**config.mk**
```make
export PLATFORM = sky130hd
export DESIGN_NAME = ccr_config_regs
export DESIGN_NICKNAME = d
export VERILOG_FILES = /design/src/rtl/ccr_pkg.sv /design/src/rtl/ccr_strap_decode.sv /design/src/rtl/ccr_setpoint_calc.sv /design/src/rtl/ccr_config_regs.sv
export VERILOG_INCLUDE_DIRS = /design/src /design/src/rtl
export SDC_FILE = /design/constraint.sdc
export NUM_CORES = 1
export LEC_CHECK = 0
export ABC_AREA = 1
export BUFFER_PORTS_ARGS = -buffer_cell sky130_fd_sc_hd__buf_2
export CORE_MARGIN = 2
export CORE_UTILIZATION = 55
export DETAILED_ROUTE_END_ITERATION = 16
export PLACE_DENSITY_LB_ADDON = 0.08
export SYNTH_ARGS = -nofsm -noshare
export SYNTH_HDL_FRONTEND = slang
export SYNTH_SLANG_ARGS = --single-unit
```
**constraint.sdc**
```tcl
create_clock -name clock -period 5 [get_ports clock]
set_input_delay 0.5 -clock clock [delete_from_list [all_inputs] [get_ports clock]]
set_output_delay 0.5 -clock clock [all_outputs]
set_load 0.01 [all_outputs]
```
**src/rtl/ccr_cfg.svh**
```systemverilog
/*
  Offsets, field positions, reset values and timing counts of the
  converter configuration register bank.
  Assumes it is included by bare name from the rtl folder.
*/
`ifndef CCR_CFG_SVH
`define CCR_CFG_SVH

// Register offsets
`define CCR_OFS_SETPOINT 8'h00
`define CCR_OFS_MAIN     8'h01
`define CCR_OFS_RANGE    8'h02
`define CCR_OFS_AUX      8'h03

// Main config field positions
`define CCR_MAIN_RESET  7
`define CCR_MAIN_SSC    6
`define CCR_MAIN_SOFT_SWITCH_ENABLE   5
`define CCR_MAIN_FPWM   4
`define CCR_MAIN_DISCH  3
`define CCR_MAIN_HICCUP 2

// Range and aux field positions
`define CCR_RANGE_LSB 2
`define CCR_AUX_SINGLE 1
`define CCR_AUX_PGBLANK 0

// Reset values
`define CCR_MAIN_RST   7'h2a
`define CCR_SOFTSTART_DURATION_RST 2'h1
`define CCR_AUX_RST    2'h0

// Setpoint arithmetic, microvolts
`define CCR_BASE_LOW_UV  400000
`define CCR_BASE_HIGH_UV 800000
`define CCR_STEP1_UV     1250
`define CCR_STEP2_UV     2500
`define CCR_STEP3_UV     5000
`define CCR_STEP4_UV     10000

// Slew rates, microvolts per microsecond
`define CCR_SLEW0_UV 10000
`define CCR_SLEW1_UV 5000
`define CCR_SLEW2_UV 1250
`define CCR_SLEW3_UV 500

// Timing at the core clock
`define CCR_CLK_HZ     10000000
`define CCR_US_CYC     (`CCR_CLK_HZ / 1000000)
`define CCR_SS_MIN_US  500
`define CCR_SS_MIN_CYC (`CCR_SS_MIN_US * `CCR_US_CYC)

`endif

```
**src/rtl/ccr_pkg.sv**
```systemverilog
/*
  Types shared by the converter configuration register bank.
  Assumes nothing of its surroundings.
*/
package ccr_pkg;
  typedef enum logic [1:0] {
    CCR_ST_INIT  = 2'b01,
    CCR_ST_READY = 2'b10
  } ccr_state_t;

  typedef enum logic [1:0] {
    CCR_RNG_1 = 2'b00,
    CCR_RNG_2 = 2'b01,
    CCR_RNG_3 = 2'b10,
    CCR_RNG_4 = 2'b11
  } ccr_range_t;

  typedef logic [21:0] ccr_uv_t;
endpackage : ccr_pkg

```
**src/rtl/ccr_strap_decode.sv**
```systemverilog
/*
  Decodes the strap select pins into a setpoint code and range.
  Assumes the pins are static and sampled by the caller.
*/
`timescale 1ns/1ps

module ccr_strap_decode #(
  parameter int                         STRAP_W     = 3,
  parameter logic [(10<<STRAP_W)-1:0]   STRAP_TABLE = '0
) (
  // Pins
  input  wire logic [STRAP_W-1:0]       strapSelectPins,
  // Decoded defaults
  output      logic [7:0]               strapCode,
  output      ccr_pkg::ccr_range_t      strapRange
);
  import ccr_pkg::*;

  logic [9:0] entry;

  if (STRAP_W < 1 || STRAP_W > 4) begin : g_chk
    $error("strap width out of range");
  end

  // Entry is {range, code}
  assign entry      = STRAP_TABLE[10*strapSelectPins +: 10];
  assign strapCode  = entry[7:0];
  assign strapRange = ccr_range_t'(entry[9:8]);
endmodule : ccr_strap_decode

```
**src/rtl/ccr_setpoint_calc.sv**
```systemverilog
/*
  Converts setpoint code and range into a target voltage in microvolts.
  Assumes one core clock and asynchronous active-low reset.
*/
`timescale 1ns/1ps
`include "ccr_cfg.svh"

module ccr_setpoint_calc (
  // Clock and reset
  input  wire logic                 clock,
  input  wire logic                 nrst,
  // Setpoint fields
  input  wire logic [7:0]           code,
  input  wire ccr_pkg::ccr_range_t  range,
  // Result
  output      ccr_pkg::ccr_uv_t     setpointUv
);
  import ccr_pkg::*;

  ccr_uv_t base;
  ccr_uv_t step;
  ccr_uv_t next_setpointUv;

  always_comb begin
    unique case (range)
      CCR_RNG_1: begin
        base = 22'(`CCR_BASE_LOW_UV);
        step = 22'(`CCR_STEP1_UV);
      end
      CCR_RNG_2: begin
        base = 22'(`CCR_BASE_LOW_UV);
        step = 22'(`CCR_STEP2_UV);
      end
      CCR_RNG_3: begin
        base = 22'(`CCR_BASE_LOW_UV);
        step = 22'(`CCR_STEP3_UV);
      end
      CCR_RNG_4: begin
        base = 22'(`CCR_BASE_HIGH_UV);
        step = 22'(`CCR_STEP4_UV);
      end
    endcase
    next_setpointUv = base + ({14'h0, code} * step);
  end

  always_ff @(posedge clock or negedge nrst) begin
    if (!nrst) begin
      setpointUv <= '0;
    end else begin
      setpointUv <= next_setpointUv;
    end
  end
endmodule : ccr_setpoint_calc

```
**src/rtl/ccr_config_regs.sv**
```systemverilog
/*
  Configuration register bank of a step-down converter: setpoint,
  main config, range/soft-start and aux registers, plus the control
  outputs that these steer.
  Assumes an I2C target engine in front that presents the register
  address and data and pulses regWrAck on the falling edge of the
  acknowledge after the data byte; all pins synchronous to clock.
*/
// ------------------------------------------------------------------
// Operation
// ------------------------------------------------------------------
// Operation
// - Ranges 1-3: setpoint is 0.4 V plus code times 1.25/2.5/5 mV.
// - Range 4: setpoint is 0.8 V plus code times 10 mV.
// - Setpoint and range defaults come from straps sampled at start-up.
// - Main config resets to 0x2a.
// - Writing 1 to main bit 7 resets all and restarts init; reads 0.
// - Main bit 6 enables spread-spectrum clocking.
// - Main bit 5 gates switching; setting it while the enable pin is high skips the pin delay.
// - Main bit 4 forces PWM, ORed with the mode/sync pin.
// - Main bit 3 enables active output discharge.
// - Main bits 1-0 pick ramp speed 10, 5, 1.25 or 0.5 mV/us.
// - Range bits 7-4 reserved, read zero; controller writes zero.
// - Range bits 3-2 pick the setpoint span.
// - Range bits 1-0 pick soft-start 0.5, 1, 2 or 4 ms; default 1 ms.
// - Aux config resets to zero.
// - A write takes effect at the acknowledge falling edge.
// - Unmapped addresses read zero.
`timescale 1ns/1ps
`include "ccr_cfg.svh"

module ccr_config_regs #(
  parameter int                        INIT_CYCLES     = 16,
  parameter int                        EN_DELAY_CYCLES = 16,
  parameter int                        SS_MIN_CYCLES   = `CCR_SS_MIN_CYC,
  parameter int                        SYNC_WINDOW     = 32,
  parameter int                        STRAP_W         = 3,
  parameter logic [(10<<STRAP_W)-1:0]  STRAP_TABLE     = '0
) (
  // Clock and reset
  input  wire logic                    clock,
  input  wire logic                    nrst,
  // Register port from the I2C target engine
  input  wire logic [7:0]              regWrAddr,
  input  wire logic [7:0]              regWrData,
  input  wire logic                    regWrAck,
  input  wire logic [7:0]              regRdAddr,
  output      logic [7:0]              regRdData,
  output      logic                    regBusy,
  // Pins
  input  wire logic [STRAP_W-1:0]      strapSelectPins,
  input  wire logic                    enablePin,
  input  wire logic                    modeSyncPin,
  // Converter controls
  output      ccr_pkg::ccr_uv_t        targetSetpointUv,
  output      ccr_pkg::ccr_uv_t        rampSetpointUv,
  output      logic [13:0]             slewRateUvPerUs,
  output      logic                    spreadClockEnable,
  output      logic                    switchingActive,
  output      logic                    softstartActive,
  output      logic                    forcedPwmActive,
  output      logic                    outputDischargeEnable,
  output      logic                    hiccupProtectEnable,
  output      logic [1:0]              auxConfigBits
);
  import ccr_pkg::*;

  // ------------------------------------------------------------------
  // Elaboration checks
  // ------------------------------------------------------------------
  if (INIT_CYCLES < 1 || INIT_CYCLES > 65535) begin : g_chk_init
    $error("INIT_CYCLES out of range");
  end
  if (EN_DELAY_CYCLES < 1 || EN_DELAY_CYCLES > 65535) begin : g_chk_en
    $error("EN_DELAY_CYCLES out of range");
  end
  if (SS_MIN_CYCLES < 1 || SS_MIN_CYCLES > 8191) begin : g_chk_ss
    $error("SS_MIN_CYCLES out of range");
  end
  if (SYNC_WINDOW < 1 || SYNC_WINDOW > 65535) begin : g_chk_sync
    $error("SYNC_WINDOW out of range");
  end

  // ------------------------------------------------------------------
  // Declarations
  // ------------------------------------------------------------------
  ccr_state_t  state;
  logic [15:0] initCnt;
  logic [7:0]  outputSetpointCode;
  logic [6:0]  mainConfig;
  ccr_range_t  setpointRangeSelect;
  logic [1:0]  softstartDuration;
  logic [1:0]  auxConfig;
  logic [7:0]  strapCode;
  ccr_range_t  strapRange;
  logic        wrTaken;
  logic        softReset;
  logic        initDone;
  logic        swenRise;
  logic [15:0] enDelayCnt;
  logic        pinQualified;
  logic        switchPrev;
  logic [15:0] ssCnt;
  logic [15:0] ssLimit;
  logic        syncPrev;
  logic [15:0] syncHold;
  logic [3:0]  usCnt;
  logic        usTick;
  ccr_uv_t     rampDiff;

  // ------------------------------------------------------------------
  // Write decode
  // ------------------------------------------------------------------
  // Commit on ack edge
  assign wrTaken   = regWrAck && (state == CCR_ST_READY);
  assign softReset = wrTaken && (regWrAddr == `CCR_OFS_MAIN)
                     && regWrData[`CCR_MAIN_RESET];
  assign initDone  = (state == CCR_ST_INIT)
                     && (initCnt == 16'(INIT_CYCLES - 1));
  assign swenRise  = wrTaken && !softReset
                     && (regWrAddr == `CCR_OFS_MAIN)
                     && regWrData[`CCR_MAIN_SOFT_SWITCH_ENABLE]
                     && !mainConfig[`CCR_MAIN_SOFT_SWITCH_ENABLE];
  assign regBusy   = (state == CCR_ST_INIT);

  // ------------------------------------------------------------------
  // Initialization sequence
  // ------------------------------------------------------------------
  always_ff @(posedge clock or negedge nrst) begin
    if (!nrst) begin
      state   <= CCR_ST_INIT;
      initCnt <= '0;
    end else begin
      unique case (state)
        CCR_ST_INIT: begin
          initCnt <= initCnt + 16'h0001;
          if (initDone) begin
            state <= CCR_ST_READY;
          end
        end
        CCR_ST_READY: begin
          initCnt <= '0;
          if (softReset) begin
            state <= CCR_ST_INIT;
          end
        end
        default: begin
          state   <= CCR_ST_INIT;
          initCnt <= '0;
        end
      endcase
    end
  end

  // ------------------------------------------------------------------
  // Strap defaults
  // ------------------------------------------------------------------
  ccr_strap_decode #(
    .STRAP_W     (STRAP_W),
    .STRAP_TABLE (STRAP_TABLE)
  ) u_strap (
    .strapSelectPins (strapSelectPins),
    .strapCode       (strapCode),
    .strapRange      (strapRange)
  );

  // ------------------------------------------------------------------
  // Setpoint and range registers
  // ------------------------------------------------------------------
  always_ff @(posedge clock or negedge nrst) begin
    if (!nrst) begin
      outputSetpointCode  <= '0;
      setpointRangeSelect <= CCR_RNG_1;
    end else if (softReset) begin
      outputSetpointCode  <= '0;
      setpointRangeSelect <= CCR_RNG_1;
    end else if (initDone) begin
      outputSetpointCode  <= strapCode;
      setpointRangeSelect <= strapRange;
    end else if (wrTaken) begin
      if (regWrAddr == `CCR_OFS_SETPOINT) begin
        outputSetpointCode <= regWrData;
      end
      if (regWrAddr == `CCR_OFS_RANGE) begin
        setpointRangeSelect <= ccr_range_t'(regWrData[`CCR_RANGE_LSB +: 2]);
      end
    end
  end

  // ------------------------------------------------------------------
  // Main, soft-start and aux registers
  // ------------------------------------------------------------------
  always_ff @(posedge clock or negedge nrst) begin
    if (!nrst) begin
      mainConfig        <= `CCR_MAIN_RST;
      softstartDuration <= `CCR_SOFTSTART_DURATION_RST;
      auxConfig         <= `CCR_AUX_RST;
    end else if (softReset) begin
      mainConfig        <= `CCR_MAIN_RST;
      softstartDuration <= `CCR_SOFTSTART_DURATION_RST;
      auxConfig         <= `CCR_AUX_RST;
    end else if (wrTaken) begin
      if (regWrAddr == `CCR_OFS_MAIN) begin
        mainConfig <= regWrData[6:0];
      end
      if (regWrAddr == `CCR_OFS_RANGE) begin
        softstartDuration <= regWrData[1:0];
      end
      if (regWrAddr == `CCR_OFS_AUX) begin
        auxConfig <= regWrData[1:0];
      end
    end
  end

  // ------------------------------------------------------------------
  // Read data
  // ------------------------------------------------------------------
  always_ff @(posedge clock or negedge nrst) begin
    if (!nrst) begin
      regRdData <= '0;
    end else begin
      unique case (regRdAddr)
        `CCR_OFS_SETPOINT: regRdData <= outputSetpointCode;
        `CCR_OFS_MAIN:     regRdData <= {1'b0, mainConfig};
        `CCR_OFS_RANGE:    regRdData <= {4'h0, setpointRangeSelect,
                                         softstartDuration};
        `CCR_OFS_AUX:      regRdData <= {6'h00, auxConfig};
        default:           regRdData <= 8'h00;
      endcase
    end
  end

  // ------------------------------------------------------------------
  // Static control outputs
  // ------------------------------------------------------------------
  always_ff @(posedge clock or negedge nrst) begin
    if (!nrst) begin
      spreadClockEnable     <= 1'b0;
      outputDischargeEnable <= 1'b0;
      hiccupProtectEnable   <= 1'b0;
      auxConfigBits         <= '0;
      slewRateUvPerUs       <= '0;
    end else begin
      spreadClockEnable     <= mainConfig[`CCR_MAIN_SSC];
      outputDischargeEnable <= mainConfig[`CCR_MAIN_DISCH];
      hiccupProtectEnable   <= mainConfig[`CCR_MAIN_HICCUP];
      auxConfigBits         <= auxConfig;
      unique case (mainConfig[1:0])
        2'h0: slewRateUvPerUs <= 14'(`CCR_SLEW0_UV);
        2'h1: slewRateUvPerUs <= 14'(`CCR_SLEW1_UV);
        2'h2: slewRateUvPerUs <= 14'(`CCR_SLEW2_UV);
        2'h3: slewRateUvPerUs <= 14'(`CCR_SLEW3_UV);
      endcase
    end
  end

  // ------------------------------------------------------------------
  // Forced PWM with mode/sync pin
  // ------------------------------------------------------------------
  always_ff @(posedge clock or negedge nrst) begin
    if (!nrst) begin
      syncPrev <= 1'b0;
      syncHold <= '0;
    end else begin
      syncPrev <= modeSyncPin;
      if (modeSyncPin != syncPrev) begin
        syncHold <= 16'(SYNC_WINDOW);
      end else if (syncHold != 16'h0000) begin
        syncHold <= syncHold - 16'h0001;
      end
    end
  end

  always_ff @(posedge clock or negedge nrst) begin
    if (!nrst) begin
      forcedPwmActive <= 1'b0;
    end else begin
      forcedPwmActive <= mainConfig[`CCR_MAIN_FPWM] | modeSyncPin
                         | (syncHold != 16'h0000);
    end
  end

  // ------------------------------------------------------------------
  // Switching enable
  // ------------------------------------------------------------------
  always_ff @(posedge clock or negedge nrst) begin
    if (!nrst) begin
      enDelayCnt   <= '0;
      pinQualified <= 1'b0;
    end else if (!enablePin || softReset) begin
      enDelayCnt   <= '0;
      pinQualified <= 1'b0;
    end else if (swenRise) begin
      pinQualified <= 1'b1;
    end else if (!pinQualified) begin
      if (enDelayCnt == 16'(EN_DELAY_CYCLES - 1)) begin
        pinQualified <= 1'b1;
      end else begin
        enDelayCnt <= enDelayCnt + 16'h0001;
      end
    end
  end

  always_ff @(posedge clock or negedge nrst) begin
    if (!nrst) begin
      switchingActive <= 1'b0;
      switchPrev      <= 1'b0;
    end else begin
      switchingActive <= (state == CCR_ST_READY) && enablePin
                         && pinQualified && mainConfig[`CCR_MAIN_SOFT_SWITCH_ENABLE];
      switchPrev      <= switchingActive;
    end
  end

  // ------------------------------------------------------------------
  // Soft-start timer
  // ------------------------------------------------------------------
  // Duration doubles per code
  assign ssLimit = 16'(SS_MIN_CYCLES) << softstartDuration;

  always_ff @(posedge clock or negedge nrst) begin
    if (!nrst) begin
      ssCnt           <= '0;
      softstartActive <= 1'b0;
    end else if (!switchingActive) begin
      ssCnt           <= '0;
      softstartActive <= 1'b0;
    end else if (!switchPrev) begin
      ssCnt           <= 16'h0001;
      softstartActive <= 1'b1;
    end else if (softstartActive) begin
      if (ssCnt >= ssLimit) begin
        softstartActive <= 1'b0;
      end else begin
        ssCnt <= ssCnt + 16'h0001;
      end
    end
  end

  // ------------------------------------------------------------------
  // Target setpoint and voltage ramp
  // ------------------------------------------------------------------
  ccr_setpoint_calc u_calc (
    .clock      (clock),
    .nrst       (nrst),
    .code       (outputSetpointCode),
    .range      (setpointRangeSelect),
    .setpointUv (targetSetpointUv)
  );

  assign usTick = (usCnt == 4'(`CCR_US_CYC - 1));

  always_ff @(posedge clock or negedge nrst) begin
    if (!nrst) begin
      usCnt <= '0;
    end else if (usTick) begin
      usCnt <= '0;
    end else begin
      usCnt <= usCnt + 4'h1;
    end
  end

  assign rampDiff = (rampSetpointUv > targetSetpointUv)
                    ? rampSetpointUv - targetSetpointUv
                    : targetSetpointUv - rampSetpointUv;

  // Ramp jumps at soft-start, then slews once per microsecond
  always_ff @(posedge clock or negedge nrst) begin
    if (!nrst) begin
      rampSetpointUv <= '0;
    end else if (!switchingActive) begin
      rampSetpointUv <= '0;
    end else if (!switchPrev || softstartActive) begin
      rampSetpointUv <= targetSetpointUv;
    end else if (usTick) begin
      if (rampDiff <= {8'h00, slewRateUvPerUs}) begin
        rampSetpointUv <= targetSetpointUv;
      end else if (rampSetpointUv < targetSetpointUv) begin
        rampSetpointUv <= rampSetpointUv + {8'h00, slewRateUvPerUs};
      end else begin
        rampSetpointUv <= rampSetpointUv - {8'h00, slewRateUvPerUs};
      end
    end
  end
endmodule : ccr_config_regs

```
==> results of run 1 <==
==> power by group <==
part	switching, µW	internal, µW	total, µW
combinational	589	328	917
clock	618	753	1370
sequential	89.4	1400	1490
==> cell families after synthesis <==
family / Yosys count / share of synthesized area (%)
simple gates: 856 / 24.9
xor+xnor: 71 / 4.11
flops: 162 / 26.8
compound gates: 270 / 10.0
fa+ha+maj: 225 / 22.3
mux: 2 / 0.132
buf+inv: 451 / 11.7
other cells: 1 / 0.0248
==> metrics by stage <==
step	cell area, µm²	hold slack [ns]	instances	setup WS, ns	total power, µW
final	16800	0.103	2508	0.249	3780
after floorplan	15100	0.204	2041	0.193	2150
after global placement	16100	0.393	2476	0.101	2390
after CTS	16700	0.182	2508	0.0522	3780
after global routing	16800	0.212	2508	-0.0130	3990
after detailed placement	16100	0.395	2476	0.00491	2410
==> routing by layer <==
layer,global-route usage [%],wire length [µm]
met1,37.9,17900
met2,50.7,19800
met3,2.70,1690
met4,9.92,1250
met5,0,0
==> worst paths after layout <==
check                                                   to  slack, ns
min                                syncHold[8]$_DFFE_PN0P_       0.10
max in group asynchronous   rampSetpointUv[10]$_DFFE_PN0P_       3.82
max reg2reg                u_calc.setpointUv[16]$_DFF_PN0_       0.25
max                        u_calc.setpointUv[16]$_DFF_PN0_       0.25
min reg2reg                    spreadClockEnable$_DFF_PN0_       0.41
min in group clock                      syncPrev$_DFF_PN0_       0.23
==> cell type report <==
cell class	count	area (µm²)
fill	2511	10200
inverter	415	1560
multi-input combinational	1428	9380
clock buffer	17	425
sequential	162	4060
clock inverter	15	171
tap	341	427
timing repair buffer	130	734
==> cells in the final DEF, fill, tap and decap left out, drive strengths merged, types with 2 or more instances in the layout <==
| cell type | Yosys | routed |
|---|---|---|
| fa | 74 | 74 |
| o2111ai | 3 | 3 |
| a21o | 5 | 5 |
| nor4 | 17 | 17 |
| o21ai | 76 | 76 |
| nand3 | 127 | 127 |
| a211oi | 5 | 5 |
| mux2i | 2 | 2 |
| buf | 18 | 130 |
| dfstp | 5 | 5 |
| inv | 415 | 422 |
| conb | 1 | 4 |
| nor3b | 4 | 4 |
| ha | 151 | 151 |
| a31oi | 8 | 8 |
| nor2 | 145 | 145 |
| o31ai | 5 | 5 |
| nand2 | 500 | 500 |
| nand4 | 19 | 19 |
| clkinv | 0 | 5 |
| o22ai | 25 | 25 |
| xor2 | 44 | 44 |
| and2 | 3 | 3 |
| clkbuf | 18 | 17 |
| a221o | 2 | 2 |
| or2 | 2 | 2 |
| o221ai | 2 | 2 |
| nand3b | 2 | 2 |
| a22oi | 3 | 3 |
| a22o | 2 | 2 |
| dfrtp | 157 | 157 |
| o21bai | 9 | 9 |
| xnor2 | 27 | 27 |
| a21oi | 117 | 117 |
| nor3 | 35 | 35 |
| and3 | 2 | 2 |
| bufinv | 0 | 2 |
| o21a | 4 | 4 |
==> flip-flops by register name, summed over array words and instances (netlist names), 10 cells and up <==
register,count
rampSetpointUv,21
u_calc.setpointUv,21
enDelayCnt,16
initCnt,16
ssCnt,16
syncHold,16
slewRateUvPerUs,10
==> timing repair <==
action	4_1_cts	5_1_grt
resized for setup	1	15
setup buffers	0	0
setup endpoints to repair	1	5
==> flow_summary.ini, run 1 <==
[critical_path]
cp_slowest_cell = fa_1
crit_type = register to register
cp_data_arrival_time_ns = 5.08
crit_buf_inv = 3
cp_max_fo = 8
cp.depth = 19
regToRegStartpoint = setpointRangeSelect[1]$_DFFE_PN0P_
cpPeakStageDelay_ns = 0.54
cpMostUsedCell = fa_1
rr_worst_depth = 19
critPathLaunch = setpointRangeSelect[1]$_DFFE_PN0P_
setup.worst_path.start_class = register
worstPathRequired_ns = 5.33
crit_chain = buf_4 -> ha_1 -> buf_4 -> fa_1 -> fa_1 -> fa_1 -> fa_1 -> inv_1 -> ha_1 -> nand3_1 -> nand2_1 -> a21oi_1 -> o21bai_1 -> a31oi_1 -> o21ai_1 -> a21oi_1 -> nor2_1 -> nor2_1 -> xnor2_1
crit_family = adder cells
worstSetupEndpointType = register

[grt]
grt-ovfl-total = 0
grt_pass1_wl_mm = 65.7
grt_max_degree = 101
grt_pass1_vias = 13200
grtUsageTotal_pct = 29.0
antenna_found_initial = 0

[synthesis]
synth_commonest_cells = nand2_1, inv_1, dfrtp_1
synth_area_um2 = 15100
ys_types = 52
ys_seq_elements = 162
synth_top_area_cell = dfrtp_1
avgSynthCellArea_um2 = 7.42
seq_area_frac_synth_pct = 26.8
synthCells = 2038
synthArstFlopShare_pct = 100
ys_warn_count = 0
yosysMostFrequentCell = nand2_1
synthTopCellsByArea = dfrtp_1, ha_1, nand2_1
synth-main-ff-cell = dfrtp_1
synth_top_area_share_pct = 26.0
synth_edf_count = 0

[clock_network]
clock_sink_count = 162
postCtsHoldBufs = 0
cts_tree = built
h-tree-depth = 4
cts-buffers-inserted = 17
clock_latency_ns = 0.44
ctsRootBufferMaster = clkbuf_16
clkTransAtPathRegs_ns = 0.07
cts.path.max_buffers = 2

[timing]
worst_pin_slew_ns = 0.947
slew_violations = 0
grt_setup_unrepaired = yes
fin_crit_sh_pct = 95.0
timing.setup.tns_ns = 0
clock_skew_ns = 0.0168
period_needed_ns = 4.75
max_freq_mhz = 210
setup_viol = 0
slew_headroom_pct = 36.9
finalHoldViolCount = 0

[routing]
drt-initial-drc-count = 995
routed_wl_mm = 40.7
drc = 0
vias = 13400
first_pass_iters = 5
post_drt_wl_per_cell_um = 16.2
ant_nets = 0
via_per_inst = 5.35

[finish]
areaGrowthSynthToFinish_pct = 10.8
drive_gt1_share_pct = 10.6
antenna_cells = 0
num-nets-final = 2411
final_util_pct = 62.2

[pwr]
ir_drop_mv = 0.206
leakagePower_uw = 0.00936
p_per_area_nw_per_um2 = 225

[die]
dieArea_um2 = 28800
core_area_um2 = 27000
die_w_um = 170
die_y_um = 170
ios = 107
placementRows = 60
initial_core_util_pct = 56.1

[min_path]
hold_class = primary input to async pin

[placement]
port_buffers = 99
routabilityCongestion = 0.942
hpwlAfterDp_mm = 33.2

[status]
status = completed

[flow_run]
cap_viol_max_count = 0
No activity file was read; power rests on OpenSTA's default activity.
==> run 2, diff against run 1 <==
Settings changed: CORE_ASPECT_RATIO set to 2, CORE_MARGIN 2 to not set.
==> run 2 against run 1 <==
  * Setup slack got worse by 0.0071 ns
  * Clock power hardly changed
  * Core utilization up 1.0 points
  * First-iteration DRC count decreased by 50%
  * Die area is 2.2% lower
  * Critical path depth stayed put
  * Sequential power about the same
  * Total power is 1.0% higher
==> flow_summary.ini, run 2 (same netlist as run 1, synthesis figures left out) <==
[status]
status = completed

[grt]
grtUsageTotal_pct = 33.9
grt_max_degree = 97
antenna_found_initial = 2
grt_pass1_vias = 14300
grt_pass1_wl_mm = 72.0
grt-ovfl-total = 0

[critical_path]
setup.worst_path.start_class = register
cp_data_arrival_time_ns = 5.08
rr_worst_depth = 19
worstSetupEndpointType = register
crit_type = register to register
cpPeakStageDelay_ns = 0.55
cpMostUsedCell = fa_1
crit_chain = buf_4 -> ha_1 -> buf_4 -> nand2_1 -> inv_1 -> fa_1 -> fa_1 -> inv_1 -> fa_1 -> fa_1 -> inv_1 -> ha_1 -> a21oi_1 -> o21a_1 -> o31ai_1 -> buf_4 -> a31oi_1 -> o21ai_0 -> xor2_1
cp_max_fo = 4
worstPathRequired_ns = 5.32
regToRegStartpoint = setpointRangeSelect[0]$_DFFE_PN0P_
cp_slowest_cell = fa_1
reg2reg_slack_ns = 0.24
rr_endpoint = u_calc.setpointUv[17]$_DFF_PN0_

[routing]
routed_wl_mm = 45.6
vias = 13700
drc = 0
ant_nets = 0
drt-initial-drc-count = 502
via_per_inst = 5.38
post_drt_wl_per_cell_um = 17.8
first_pass_iters = 7

[finish]
drive_gt1_share_pct = 12.3
reg_top3 = rampSetpointUv x21, u_calc.setpointUv x21
antenna_cells = 0
fill_cells = 2560
fin_cells = 2555
layout_common_cells = nand2_1, inv_1, dfrtp_1, ha_1, nor2_1
num-nets-final = 2451
layout_commonest_cell = nand2_1
areaGrowthSynthToFinish_pct = 12.9

[placement]
hpwlAfterDp_mm = 37.5
port_buffers = 99
routabilityCongestion = 1.03
dp.cells = 2523

[pwr]
p_per_area_nw_per_um2 = 224
leakagePower_uw = 0.00955
ir_drop_mv = 0.266

[clock_network]
clkTransAtPathRegs_ns = 0.06
clock_sink_count = 162
h-tree-depth = 4
clock_latency_ns = 0.44
cts-buffers-inserted = 17
ctsRootBufferMaster = clkbuf_16
cts_tree = built
cts.path.max_buffers = 2
postCtsSetupBuffers = 0

[die]
placementRows = 85
initial_core_util_pct = 56.0
dieArea_um2 = 28200
ios = 107
die_w_um = 119
die_y_um = 237
core_area_um2 = 27000

[min_path]
hold_class = primary input to async pin

[timing]
worst_pin_slew_ns = 0.937
setup_viol = 0
max_freq_mhz = 210
period_needed_ns = 4.76
timing.setup.tns_ns = 0
grt_setup_unrepaired = no
slew_headroom_pct = 37.6
clock_skew_ns = 0.00930
finalHoldViolCount = 0
fin_crit_sh_pct = 95.2
slew_violations = 0

[flow_run]
cap_viol_max_count = 0
[run 2: cell count changes in the layout (fill, tap and decap cells not counted), moves of 3 or more]
cell,before,now
ha_4,4,0
a21oi_2,1,4
inv_8,4,1
buf_4,31,69
clkinvlp_4,1,6
a21oi_1,116,113
[run 2: layer usage]
layer | share of wire [%] | global-route usage, %
met1 | 32 | 29.1
met2 | 54 | 63.7
met3 | 3.7 | 6.17
met4 | 10 | 32.0
met5 | 0.057 | 0
[run 2: critical path: cells and delay by family, from the launching register on]
family                   cells  cell delay [ns]
buffers and inverters        6             0.65
AND/OR/NAND/NOR              1             0.06
AO/OA/AOI/OAI                5             0.78
flip-flops                   1             0.40
adder cells (fa/ha/maj)      6             2.61
XOR/XNOR                     1             0.15
[run 2: layout make-up]
cell class / instances / area, µm² / area share [%]
Multi-Input combinational cell: 1428 / 9360 / 54.8
Sequential cell: 162 / 4060 / 23.8
Inverter: 415 / 1560 / 9.14
Timing Repair Buffer: 170 / 1050 / 6.12
Clock buffer: 18 / 439 / 2.57
Tap cell: 348 / 435 / 2.55
Clock inverter: 14 / 178 / 1.04
[run 2: how the worst max path moves through the flow]
| stage | start | endpoint | slack, ns | depth (start not counted) |
|---|---|---|---|---|
| 2_1_floorplan | setpointRangeSelect[1]$_DFFE_PN0P_ | u_calc.setpointUv[21]$_DFF_PN0_ | 0.19 | 19 |
| 3_3_place_gp | setpointRangeSelect[1]$_DFFE_PN0P_ | u_calc.setpointUv[17]$_DFF_PN0_ | 0.16 | 19 |
| 3_5_place_dp | setpointRangeSelect[0]$_DFFE_PN0P_ | u_calc.setpointUv[21]$_DFF_PN0_ | 0.11 | 18 |
| 4_1_cts | setpointRangeSelect[0]$_DFFE_PN0P_ | u_calc.setpointUv[21]$_DFF_PN0_ | 0.11 | 18 |
| 5_1_grt | u_calc.setpointUv[4]$_DFF_PN0_ | rampSetpointUv[1]$_DFFE_PN0P_ | 0.01 | 27 |
| 6_report | setpointRangeSelect[0]$_DFFE_PN0P_ | u_calc.setpointUv[17]$_DFF_PN0_ | 0.24 | 19 |
[run 2: report_power, final]
| group | total (µW) | internal [µW] | switching, µW | leakage, µW |
|---|---|---|---|---|
| Combinational | 961 | 337 | 623 | 0.00713 |
| Clock | 1370 | 804 | 568 | 0.000284 |
| Sequential | 1490 | 1400 | 83.4 | 0.00214 |
| Total | 3820 | 2540 | 1270 | 0.00955 |
[run 2: through the flow]
step                cell area (µm²)  setup slack (ns)  util [%]  hold slack (ns)  total power (µW)
global route                  17100            0.0128      63.2            0.192              4040
CTS                           17000             0.105      63.0            0.175              3840
detailed placement            16400             0.111      60.7            0.395              2450
global placement              16400             0.158      60.7            0.391              2430
finish                        17100             0.242      63.2            0.139              3820
floorplan                     15100             0.193         -            0.204              2150
[run 2: timing repair]
action | CTS | global route
hold endpoints to repair | 0 | 0
resized for setup | 0 | 18
setup endpoints to repair | 0 | 25
hold buffers | 0 | 0
